[src/hdl/mtxci_params.svh]
`ifndef MTXCI_PARAMS_SVH
`define MTXCI_PARAMS_SVH
`define MTXCI_APB_AW 8
`define MTXCI_OFF_CTRL0 8'h00
`define MTXCI_OFF_CTRL1 8'h04
`define MTXCI_OFF_STAT0 8'h08
`define MTXCI_OFF_STAT1 8'h0C
`define MTXCI_OFF_IRQ 8'h10
`define MTXCI_OFF_MASK 8'h14
`define MTXCI_CTRL_WIDE_BIT 0
`define MTXCI_CTRL_HALF_BIT 1
`define MTXCI_CTRL_SPEED_LSB 2
`define MTXCI_CTRL_MODE_LSB 4
`define MTXCI_CTRL_SLOT_BIT 7
`define MTXCI_CTRL_RESET 32'h0000_0000
`define MTXCI_IRQ_BITS 4
`define MTXCI_EV_DONE0 0
`define MTXCI_EV_ABORT0 1
`define MTXCI_EV_DONE1 2
`define MTXCI_EV_ABORT1 3
`define MTXCI_STD_GAP 8'h0C
`define MTXCI_COL_SLOT 8'h40
`define MTXCI_DIV_1000 8'h01
`define MTXCI_DIV_100 8'h0A
`define MTXCI_DIV_10 8'h64
`define MTXCI_BAD_SYM 8'hFE
`endif

[src/hdl/mtxci_pkg.sv]
package mtxci_pkg;
  typedef enum logic [1:0] {MTXCI_SPD_10, MTXCI_SPD_100, MTXCI_SPD_1000, MTXCI_SPD_TRI} mtxci_speed_t;
  typedef enum logic [2:0] {MTXCI_PHY_GMII, MTXCI_PHY_MII, MTXCI_PHY_RGMII, MTXCI_PHY_SGMII,
    MTXCI_PHY_PCS} mtxci_phy_t;
  typedef struct packed {
    logic wide;
    logic half_duplex;
    mtxci_speed_t speed;
    mtxci_phy_t phy;
    logic col_inject;
  } mtxci_cfg_t;
  typedef struct packed {
    logic [15:0] data;
    logic valid;
    logic odd;
    logic first;
    logic [7:0] gap;
    logic abort;
  } mtxci_client_t;
  typedef struct packed {
    logic ack;
    logic collision;
    logic resend;
  } mtxci_answer_t;
  typedef struct packed {
    logic [7:0] data;
    logic en;
    logic err;
  } mtxci_line_t;
endpackage

[src/hdl/mtxci_engine.sv]
`timescale 1ns/1ns
`include "mtxci_params.svh"
module mtxci_engine
  import mtxci_pkg::*;
(
  input wire logic clk_sys_in,
  input wire logic reset_in,
  input wire mtxci_cfg_t cfg_in,
  input wire mtxci_client_t client_in,
  output mtxci_answer_t answer_out,
  output mtxci_line_t line_out,
  output logic line_clk_out,
  output logic done_out,
  output logic abort_out,
  output logic busy_out
);
  typedef enum logic [1:0] {MTXCI_IDLE, MTXCI_SEND, MTXCI_GAP} mtxci_eng_state_t;
  typedef struct packed {
    mtxci_eng_state_t st;
    logic [7:0] hi_byte;
    logic hi_pending;
    logic corrupt;
    logic [7:0] count;
    logic [7:0] slot;
    logic [7:0] div;
    logic lclk;
    mtxci_answer_t ans;
    mtxci_line_t line;
    logic done;
    logic abort;
  } mtxci_eng_t;
  mtxci_eng_t s_reg, s_next;

  function automatic logic [7:0] gap_len(input mtxci_cfg_t c, input logic [7:0] adj);
    gap_len = (!c.half_duplex && adj > `MTXCI_STD_GAP) ? adj : `MTXCI_STD_GAP;
  endfunction
  function automatic logic [7:0] clk_div(input mtxci_speed_t s);
    unique case (s)
      MTXCI_SPD_10: clk_div = `MTXCI_DIV_10;
      MTXCI_SPD_100: clk_div = `MTXCI_DIV_100;
      default: clk_div = `MTXCI_DIV_1000;
    endcase
  endfunction

  logic wide_ok;
  assign wide_ok = cfg_in.wide && (cfg_in.phy == MTXCI_PHY_PCS);

  always_comb begin
    s_next = s_reg;
    s_next.ans = '0;
    s_next.done = 1'b0;
    s_next.abort = 1'b0;
    s_next.line.en = 1'b0;
    s_next.line.err = 1'b0;
    if (s_reg.div >= clk_div(cfg_in.speed) - 8'h01) begin
      s_next.div = 8'h00;
      s_next.lclk = ~s_reg.lclk;
    end else begin
      s_next.div = s_reg.div + 8'h01;
    end
    unique case (s_reg.st)
      MTXCI_IDLE: begin
        // The first word is taken at the edge that shows the accept, so the client can react to it.
        if (client_in.valid) begin
          s_next.ans.ack = 1'b1;
          s_next.st = MTXCI_SEND;
          s_next.corrupt = client_in.abort;
          s_next.slot = 8'h00;
          s_next.hi_pending = 1'b0;
        end
      end
      MTXCI_SEND: begin
        s_next.slot = s_reg.slot + 8'h01;
        if (client_in.abort) s_next.corrupt = 1'b1;
        if (s_reg.hi_pending) begin
          s_next.line.en = 1'b1;
          s_next.line.data = s_reg.hi_byte;
          s_next.line.err = s_reg.corrupt | client_in.abort;
          s_next.hi_pending = 1'b0;
        end else if (client_in.valid) begin
          s_next.line.en = 1'b1;
          s_next.line.data = client_in.data[7:0];
          s_next.line.err = s_reg.corrupt | client_in.abort;
          s_next.hi_byte = client_in.data[15:8];
          s_next.hi_pending = wide_ok && !client_in.odd;
        end else begin
          s_next.st = MTXCI_GAP;
          s_next.count = gap_len(cfg_in, client_in.gap);
          s_next.done = 1'b1;
          s_next.abort = s_reg.corrupt;
          s_next.corrupt = 1'b0;
        end
        if (s_reg.corrupt && s_reg.line.en) begin
          s_next.line.data = `MTXCI_BAD_SYM;
          s_next.line.err = 1'b1;
        end
        if (cfg_in.half_duplex && cfg_in.col_inject && s_reg.slot == `MTXCI_COL_SLOT) begin
          s_next.ans.collision = 1'b1;
          s_next.ans.resend = 1'b1;
          s_next.abort = 1'b1;
          s_next.st = MTXCI_GAP;
          s_next.hi_pending = 1'b0;
          s_next.count = gap_len(cfg_in, client_in.gap);
        end
      end
      MTXCI_GAP: begin
        if (s_reg.count <= 8'h01) s_next.st = MTXCI_IDLE;
        else s_next.count = s_reg.count - 8'h01;
      end
      default: s_next.st = MTXCI_IDLE;
    endcase
  end

  always_ff @(posedge clk_sys_in) begin
    if (reset_in) s_reg <= '0;
    else s_reg <= s_next;
  end

  assign answer_out = s_reg.ans;
  assign line_out = s_reg.line;
  assign line_clk_out = s_reg.lclk;
  assign done_out = s_reg.done;
  assign abort_out = s_reg.abort;
  assign busy_out = (s_reg.st != MTXCI_IDLE);
endmodule // mtxci_engine

[src/hdl/mtxci_top.sv]
`timescale 1ns/1ns
`include "mtxci_params.svh"
module mtxci_top
  import mtxci_pkg::*;
(
  input wire logic clk_sys_in,
  input wire logic reset_in,
  input wire logic psel,
  input wire logic penable,
  input wire logic pwrite,
  input wire logic [`MTXCI_APB_AW-1:0] paddr,
  input wire logic [31:0] pwdata,
  output logic [31:0] prdata,
  output logic pready,
  output logic pslverr,
  input wire mtxci_client_t tx_client0_in,
  input wire mtxci_client_t tx_client1_in,
  output mtxci_answer_t tx_answer0_out,
  output mtxci_answer_t tx_answer1_out,
  output mtxci_line_t tx_line0_out,
  output mtxci_line_t tx_line1_out,
  output logic tx_line_clk0_out,
  output logic tx_line_clk1_out,
  output logic irq_out
);
  typedef struct packed {
    logic [31:0] prdata;
    logic pready;
    logic pslverr;
    logic [7:0] ctrl0;
    logic [7:0] ctrl1;
    logic [`MTXCI_IRQ_BITS-1:0] irq_stat;
    logic [`MTXCI_IRQ_BITS-1:0] irq_mask;
    logic irq;
  } mtxci_top_state_t;
  mtxci_top_state_t s_reg, s_next;

  mtxci_cfg_t cfg0, cfg1;
  logic done0, abort0, busy0, done1, abort1, busy1;
  logic [`MTXCI_IRQ_BITS-1:0] events;

  function automatic mtxci_cfg_t decode_cfg(input logic [7:0] c);
    mtxci_cfg_t r;
    r.wide = c[`MTXCI_CTRL_WIDE_BIT];
    r.speed = mtxci_speed_t'(c[`MTXCI_CTRL_SPEED_LSB +: 2]);
    r.phy = mtxci_phy_t'(c[`MTXCI_CTRL_MODE_LSB +: 3]);
    r.half_duplex = c[`MTXCI_CTRL_HALF_BIT] && (r.speed != MTXCI_SPD_1000);
    r.col_inject = c[`MTXCI_CTRL_SLOT_BIT];
    decode_cfg = r;
  endfunction

  assign cfg0 = decode_cfg(s_reg.ctrl0);
  assign cfg1 = decode_cfg(s_reg.ctrl1);

  // Each instance has its own client port and engine; the bus and the interrupt status and mask are shared.
  mtxci_engine u_mac_instance_zero (
    .clk_sys_in(clk_sys_in),
    .reset_in(reset_in),
    .cfg_in(cfg0),
    .client_in(tx_client0_in),
    .answer_out(tx_answer0_out),
    .line_out(tx_line0_out),
    .line_clk_out(tx_line_clk0_out),
    .done_out(done0),
    .abort_out(abort0),
    .busy_out(busy0)
  );
  mtxci_engine u_mac_instance_one (
    .clk_sys_in(clk_sys_in),
    .reset_in(reset_in),
    .cfg_in(cfg1),
    .client_in(tx_client1_in),
    .answer_out(tx_answer1_out),
    .line_out(tx_line1_out),
    .line_clk_out(tx_line_clk1_out),
    .done_out(done1),
    .abort_out(abort1),
    .busy_out(busy1)
  );

  always_comb begin
    events = '0;
    events[`MTXCI_EV_DONE0] = done0;
    events[`MTXCI_EV_ABORT0] = abort0;
    events[`MTXCI_EV_DONE1] = done1;
    events[`MTXCI_EV_ABORT1] = abort1;
  end

  always_comb begin
    s_next = s_reg;
    s_next.pready = 1'b0;
    s_next.pslverr = 1'b0;
    if (psel && !penable) begin
      s_next.pready = 1'b1;
      s_next.prdata = 32'h0000_0000;
      unique case (paddr)
        `MTXCI_OFF_CTRL0: s_next.prdata = {24'h000000, s_reg.ctrl0};
        `MTXCI_OFF_CTRL1: s_next.prdata = {24'h000000, s_reg.ctrl1};
        `MTXCI_OFF_STAT0: s_next.prdata = {31'h00000000, busy0};
        `MTXCI_OFF_STAT1: s_next.prdata = {31'h00000000, busy1};
        `MTXCI_OFF_IRQ: s_next.prdata = {28'h0000000, s_reg.irq_stat};
        `MTXCI_OFF_MASK: s_next.prdata = {28'h0000000, s_reg.irq_mask};
        default: s_next.pslverr = 1'b1;
      endcase
    end
    // Writes land at the access edge, one cycle after setup, when pready is already high.
    if (psel && penable && pwrite && s_reg.pready) begin
      unique case (paddr)
        `MTXCI_OFF_CTRL0: s_next.ctrl0 = pwdata[7:0];
        `MTXCI_OFF_CTRL1: s_next.ctrl1 = pwdata[7:0];
        `MTXCI_OFF_IRQ: s_next.irq_stat = s_reg.irq_stat & ~pwdata[`MTXCI_IRQ_BITS-1:0];
        `MTXCI_OFF_MASK: s_next.irq_mask = pwdata[`MTXCI_IRQ_BITS-1:0];
        default: ;
      endcase
    end
    // A new event wins over a clear in the same cycle.
    s_next.irq_stat = s_next.irq_stat | events;
    s_next.irq = |(s_next.irq_stat & s_next.irq_mask);
  end

  always_ff @(posedge clk_sys_in) begin
    if (reset_in) s_reg <= '0;
    else s_reg <= s_next;
  end

  assign prdata = s_reg.prdata;
  assign pready = s_reg.pready;
  assign pslverr = s_reg.pslverr;
  assign irq_out = s_reg.irq;
endmodule // mtxci_top

[config.mk]
export PLATFORM = sky130hd
export DESIGN_NAME = mtxci_top
export DESIGN_NICKNAME = d
export VERILOG_FILES = /design/src/hdl/mtxci_pkg.sv /design/src/hdl/mtxci_engine.sv /design/src/hdl/mtxci_top.sv
export VERILOG_INCLUDE_DIRS = /design/src /design/src/hdl
export SDC_FILE = /design/constraint.sdc
export NUM_CORES = 1
export LEC_CHECK = 0
export BUFFER_PORTS_ARGS = -buffer_cell sky130_fd_sc_hd__buf_2
export CORE_MARGIN = 4
export CORE_UTILIZATION = 49
export CTS_BUF_LIST = sky130_fd_sc_hd__clkbuf_8 sky130_fd_sc_hd__clkbuf_16
export DETAILED_ROUTE_END_ITERATION = 10
export GPL_TIMING_DRIVEN = 1
export PLACE_DENSITY = 0.85
export SLEW_MARGIN = 20
export SYNTH_ARGS = -nofsm -noshare
export SYNTH_HDL_FRONTEND = slang
export SYNTH_SLANG_ARGS = --single-unit
[constraint.sdc]
create_clock -name clk_sys_in -period 2 [get_ports clk_sys_in]
set_clock_uncertainty 0.1 [all_clocks]
set_input_delay 0.1 -clock clk_sys_in [delete_from_list [all_inputs] [get_ports clk_sys_in]]
set_output_delay 0.1 -clock clk_sys_in [all_outputs]
set_load 0.02 [all_outputs]
== After elaboration in Yosys (flattened, before gate mapping) ==
Cells that the tools add are included.

* Bitwise operators: 15
* Reduce and logical (&&, ||, !) cells: 59
* Equality and inequality tests: 27
* $lt $le $gt $ge: 6
* Multiplexer cells: 66
* Add/subtract/negate cells: 8

{| class="wikitable"
|+ Operator list
! cell !! number
|-
| two-way mux 8 bit || 11
|-
| case mux 8 bit (2 select lines) || 4
|-
| two-way mux 10 bit || 6
|-
| two-way mux 9 bit || 6
|-
| case mux 8 bit (6 select lines) || 1
|-
| adder 8 x 1 -> 8 bit (second input constant) || 4
|-
| two-way mux 2 bit || 15
|-
| case mux 7 bit (2 select lines) || 2
|-
| logical AND 1 bit || 18
|-
| == test 8 x 4 -> 1 bit (second input constant) || 2
|-
| == test 8 x 5 -> 1 bit (second input constant) || 2
|-
| == test 8 x 7 -> 1 bit (second input constant) || 2
|-
| >= comparator 8 bit || 2
|-
| greater-than comparator 8 x 4 -> 1 bit (second input constant) || 2
|-
| less-or-equal comparator 8 x 1 -> 1 bit (second input constant) || 2
|-
| AND reduction 4 bit || 4
|-
| subtractor 7 x 1 -> 8 bit (second input constant) || 2
|-
| subtractor 8 x 1 -> 8 bit (second input constant) || 2
|-
| two-way mux 1 bit || 15
|-
| OR reduction 2 bit || 7
|-
| inequality test 2 bit (second input constant) || 6
|-
| case mux 2 bit (3 select lines) || 2
|-
| AND reduction 2 bit || 6
|-
| nonzero test 2 bit || 6
|-
| 22 further kinds || 52
|}

* Output and inout port bits: 63
* Logic and storage cells: 221
* Register bits: 139
* Input port bits: 101

== Logic depth before layout (Yosys ltp) ==
* Word-level depth: 9
* Gate-level depth with buffers: 9
* Mapped depth without buffers: 8

== Hierarchy ==
Synthesis repeated with hierarchy kept, for this count alone.

* Cells, all modules: 806
* Area, all modules: 6,942.9 sq um

{| class="wikitable"
|+ Modules (own cells, without submodules)
! module !! cells each !! area each (sq um) !! instances !! seq. area each (sq um)
|-
| mtxci_engine at u_mac_instance_zero || 306 || 2,582.5 || 1 || 1,021.0
|-
| mtxci_engine at u_mac_instance_one || 304 || 2,556.2 || 1 || 1,021.0
|-
| mtxci_top || 196 || 1,804.2 || 1 || 700.7
|}

== Least setup slack after synthesis ==
No wires, ideal clock.

* Kind: register to register
* Start point: reg s_reg (netlist bit cfg1[4])
* End point: reg u_mac_instance_one.s_reg[21] in the netlist's numbering
* Data required time: 1.834 ns
* Cell stages (with the launch flop): 9
* Path buffers: 1
* Setup slack: 0.040 ns
* Library setup time: 0.066 ns
* Data arrival time: 1.794 ns
* Period minus slack after synthesis: 1.960 ns
* Path through: dfxtp_1 > or2_2 > ha_1 > a21oi_1 > o21ai_0 > a221oi_1 > nand2b_1 > clkbuf_1 > nor2b_1

* Word-level cells in the longest chain between the ends: 5
* Elaborated cells between the ends (all ways): 6
* Classes of those cells: add/sub (1); order compare (1); eq/ne (1); mux (1); reduce/logical (2)

{| class="wikitable"
|+ Ends and longest elaborated chain
! item !! line !! text
|-
| start, declared || mtxci_top.sv:36 || <nowiki>mtxci_top_state_t s_reg, s_next;</nowiki>
|-
| start signal, assigned || mtxci_top.sv:123 || <nowiki>else s_reg <= s_next;</nowiki>
|-
| == test 2 x 1 -> 1 bit or logical NOT 2 bit (tied branches) || mtxci_engine.sv:38 || <nowiki>unique case (s)</nowiki>
|-
| case mux 7 bit (2 select lines) * || mtxci_engine.sv:38 ||
|-
| subtractor 7 x 1 -> 8 bit * || mtxci_engine.sv:55 || <nowiki>if (s_reg.div >= clk_div(cfg_in.speed) - 8'h01) begin</nowiki>
|-
| >= comparator 8 bit * || mtxci_engine.sv:55 ||
|-
| OR reduction 2 bit (no line) * || n/a ||
|-
| end signal, assigned || mtxci_engine.sv:116 || <nowiki>else s_reg <= s_next;</nowiki>
|-
| end, declared || mtxci_engine.sv:32 || <nowiki>mtxci_eng_t s_reg, s_next;</nowiki>
|}

Every way passes the cells marked *; elsewhere a longest branch is shown, timed or not.
A chain may end at the register's enable or synchronous reset.

== Worst setup path after layout ==
* Start point: reg u_mac_instance_one.s_reg[35] in the netlist's numbering
* End point: reg u_mac_instance_one.s_reg[37] in the netlist's numbering

* Word-level cells in the longest chain between the ends: 3
* Elaborated cells between the ends (all ways): 6
* Classes of those cells: add/sub (1); order compare (1); eq/ne (1); mux (2); reduce/logical (1)

{| class="wikitable"
|+ Ends and longest elaborated chain
! item !! line
|-
| subtractor 8 x 1 -> 8 bit or less-or-equal comparator 8 x 1 -> 1 bit (tied branches) || mtxci_engine.sv:108, mtxci_engine.sv:107
|-
| two-way mux 8 bit or inequality test 2 bit (tied branches) || n/a
|-
| case mux 8 bit (2 select lines) or AND reduction 4 bit (tied branches) || n/a
|}

Parallel ways exist; a longest one is shown, timed or not. The select of a mux whose other input is x is not followed.

==> flow_metrics.env <==
export IMPL_status="finished with violations"
export IMPL_violations="negative setup slack"
export IMPL_cts_htree_levels=4
export IMPL_worstSetupPathType="flop to flop"
export IMPL_ys_warn_count=0
export IMPL_max_freq_mhz=489.1
export IMPL_wl_per_cell_um=16.75
export IMPL_syn_avg_cell_area_um2=8.712
export IMPL_end_kind="flop"
export IMPL_rsz0062_at_grt="yes"
export IMPL_async_flop_share_pct=0
export IMPL_r2r_slack_ns=-0.04
export IMPL_drtAntennaViolNets=0
export IMPL_synth_xor_area_share_pct=3.080
export IMPL_layout_cells_non_filler=1218
export IMPL_dieArea_mm2=0.01650
export IMPL_final_nets=1153
export IMPL_cts_made_buffers=17
export IMPL_hp_class="input port to flop"
export IMPL_root_buffer="clkbuf_16"
export IMPL_grt_pass1_vias=6505
export IMPL_final_cell_mix="127 x dfxtp_1, 113 x buf_2, 108 x nor2_1"
export IMPL_reg2reg_depth=8
export IMPL_synth_cell_type_count=67
export IMPL_fin_setup_tns_ns=-0.05306
export IMPL_synth_area_leaders="dfxtp_1 39%, buf_4 6.2%, nor2_1 5.8%"
export IMPL_rows=43
export IMPL_setup_viol=2
export IMPL_cap_violations=0
export IMPL_cp_arrival_ns=2.25
export IMPL_antenna_found_initial=1
export IMPL_routed_via_density=5.534
export IMPL_grt_pass1_wl_um=31260
export IMPL_fin_crit_ns=2.045
export IMPL_worstMarginPinSlew_ns=0.6187
export IMPL_syn_inst=816
export IMPL_dp_cells=1113
export IMPL_cp_required_ns=2.21
export IMPL_holdPathEnd="u_mac_instance_zero.line_out[8]"
export IMPL_relSlewSlack_pct=58.37
export IMPL_synth_edf_count=0
export IMPL_r2r_start="u_mac_instance_one.s_reg[35]"
export IMPL_mostFrequentLayoutCell="dfxtp_1"
export IMPL_grt_max_degree=39
export IMPL_gr_total_overflow=0
export IMPL_cp_start_kind="flop"
export IMPL_die_w_um=128.5
export IMPL_start_util_pct=50.63
export IMPL_clkTransAtPathRegs_ns=0.06
export IMPL_die_y_um=128.5
export IMPL_reg2reg_to="u_mac_instance_one.s_reg[37]"
export IMPL_design_core_area_mm2=0.01404
export IMPL_synth_ff_type="dfxtp_1"
export IMPL_vdd_drop_max_mv=0.9134
export IMPL_fin_ws_ns=-0.04469
export IMPL_finalMaxSlewViolations=0
export IMPL_syn_to_final_growth_pct=33.54
export IMPL_synth_area_mux_share_pct=3.801
export IMPL_drcViolationCount=0
export IMPL_ys_ff_latch=137
export IMPL_design_portCount=164
export IMPL_powerDensity_mw_per_mm2=1100
export IMPL_cellLeakagePower_nw=4.054
export IMPL_synth_top_family_by_area="simple AND/OR/NAND/NOR gates"
export IMPL_gp_congestion=0.8505
export IMPL_worstPathMaxFanout=8
export IMPL_ys_seq_area_share_pct=38.58
export IMPL_holdPathStages=5
export IMPL_synth_top_cell_by_area="dfxtp_1"
export IMPL_drive_gt1_share_pct=28.17
export IMPL_dr_pass1_iters=6
export IMPL_ctsLongestPathBuffers=2
export IMPL_cts_sinks=137
export IMPL_hold_viol=0
export IMPL_wl_um=20400
export IMPL_synth_simple_area_share_pct=21.79
export IMPL_finalCritPeriodShare_pct=102.2
export IMPL_synth_compound_area_share_pct=17.32
export IMPL_dp_hpwl_um=12510
export IMPL_place_ws_ns=-0.1317
export IMPL_drtIter0Drc=562
export IMPL_synth_fa_ha_area_share_pct=5.632
export IMPL_io_buffers=113
export IMPL_track_usage_pct=23.62
export IMPL_syn_cell_area_mm2=0.007109
export IMPL_cts_tree="done"
export IMPL_vias=6741
export IMPL_clock_latency_ns=0.43
export IMPL_synth_top_area_share_pct=38.58
export IMPL_worstHoldStart="tx_client0_in[18]"
[cell families (layout without fill, tap and decap cells)]
| family | Yosys count | after routing |
|---|---|---|
| adder cells (fa/ha/maj) | 32 | 32 |
| AND/OR/NAND/NOR | 305 | 305 |
| other | 2 | 35 |
| buffers and inverters | 118 | 307 |
| flip-flops | 137 | 137 |
| multiplexers | 27 | 27 |
| XOR/XNOR | 25 | 25 |
| AO/OA/AOI/OAI | 170 | 170 |
[routing by layer]
layer	vias to the layer above	wire, µm	track usage [%]
met1	3145	8261	28.81
met3	76	1371	5.645
li1	3200	-	-
met2	320	10010	39.23
met5	-	0	0
met4	0	756	11.30
[synth_stat cells (3+ instances only)]
library cell	instances
a21o_1	4
nand4_1	11
clkbuf_1	26
mux2i_1	27
and2_1	6
a221oi_1	9
a22oi_1	27
nor4_4	4
nor2_1	110
nor3_1	23
xor2_1	19
o21ai_0	24
a211oi_1	8
o31ai_1	6
dfxtp_1	137
inv_1	26
nand2b_1	14
a21oi_1	43
buf_4	59
a22o_1	8
a311oi_1	7
and3_1	6
and4bb_2	3
buf_6	3
nor2b_1	10
or3_1	5
ha_1	32
or2_2	7
xnor2_1	6
nand2_1	81
nand3_1	10
[critical path: stages, from the launching register on]
cell and delay (ns):
dfxtp_1 0.31, or4_4 0.56, nor4_4 0.23, a221oi_4 0.10, buf_6 0.15, buf_4 0.13, buf_4 0.13, a22oi_2 0.16
nor2_1 0.06
[worst max path at each step]
stage / from / slack (ns) / cells past startpoint / end
2_1_floorplan: cfg1[4] / 0.04 / 8 / u_mac_instance_one.s_reg[21]
3_5_place_dp: cfg0[4] / -0.13 / 7 / u_mac_instance_zero.s_reg[18]
3_3_place_gp: cfg0[4] / -0.05 / 7 / u_mac_instance_zero.s_reg[20]
4_1_cts: u_mac_instance_one.s_reg[28] / -0.04 / 7 / u_mac_instance_one.s_reg[38]
6_report: u_mac_instance_one.s_reg[35] / -0.04 / 8 / u_mac_instance_one.s_reg[37]
5_1_grt: u_mac_instance_one.s_reg[35] / -0.11 / 8 / u_mac_instance_one.s_reg[37]
[per-stage QoR]
step / utilization, % / area, µm² / power [mW] / hold WS, ns
floorplan: - / 7214 / 5.611 / 0.08845
global placement: 56.51 / 7935 / 6.461 / 0.2455
detailed placement: 56.51 / 7935 / 6.546 / 0.2484
CTS: 65.73 / 9230 / 10.10 / 0.007622
global route: 67.54 / 9484 / 10.98 / 0.09767
finish: 67.61 / 9494 / 10.45 / 0.06268
[cell type report]
class	count	area, µm²
Timing Repair Buffer	248	1765
Multi-Input combinational cell	589	3994
Inverter	27	101.3
Clock inverter	12	171.4
Sequential cell	137	2758
Clock buffer	20	466.7
Fill cell	1020	4548
Tap cell	180	225.2
Antenna cell	5	12.51
[report_power, final]
group | switching, mW | leakage, nW | internal [mW] | total [mW]
logic | 2.06 | 2.63 | 1.70 | 3.76
clock network | 1.23 | 0.308 | 2.18 | 3.41
registers | 0.232 | 1.12 | 3.05 | 3.28
[timing repair]
item                                   CTS  global route
cloned                                   1             0
resized for setup                       11            52
hold buffers                            59             0
setup endpoints to repair               29            36
setup buffers                            3             6
endpoints found under the hold margin   81             0
pin swaps                                6            15
Note: power is estimated with default switching activity, not from simulation.
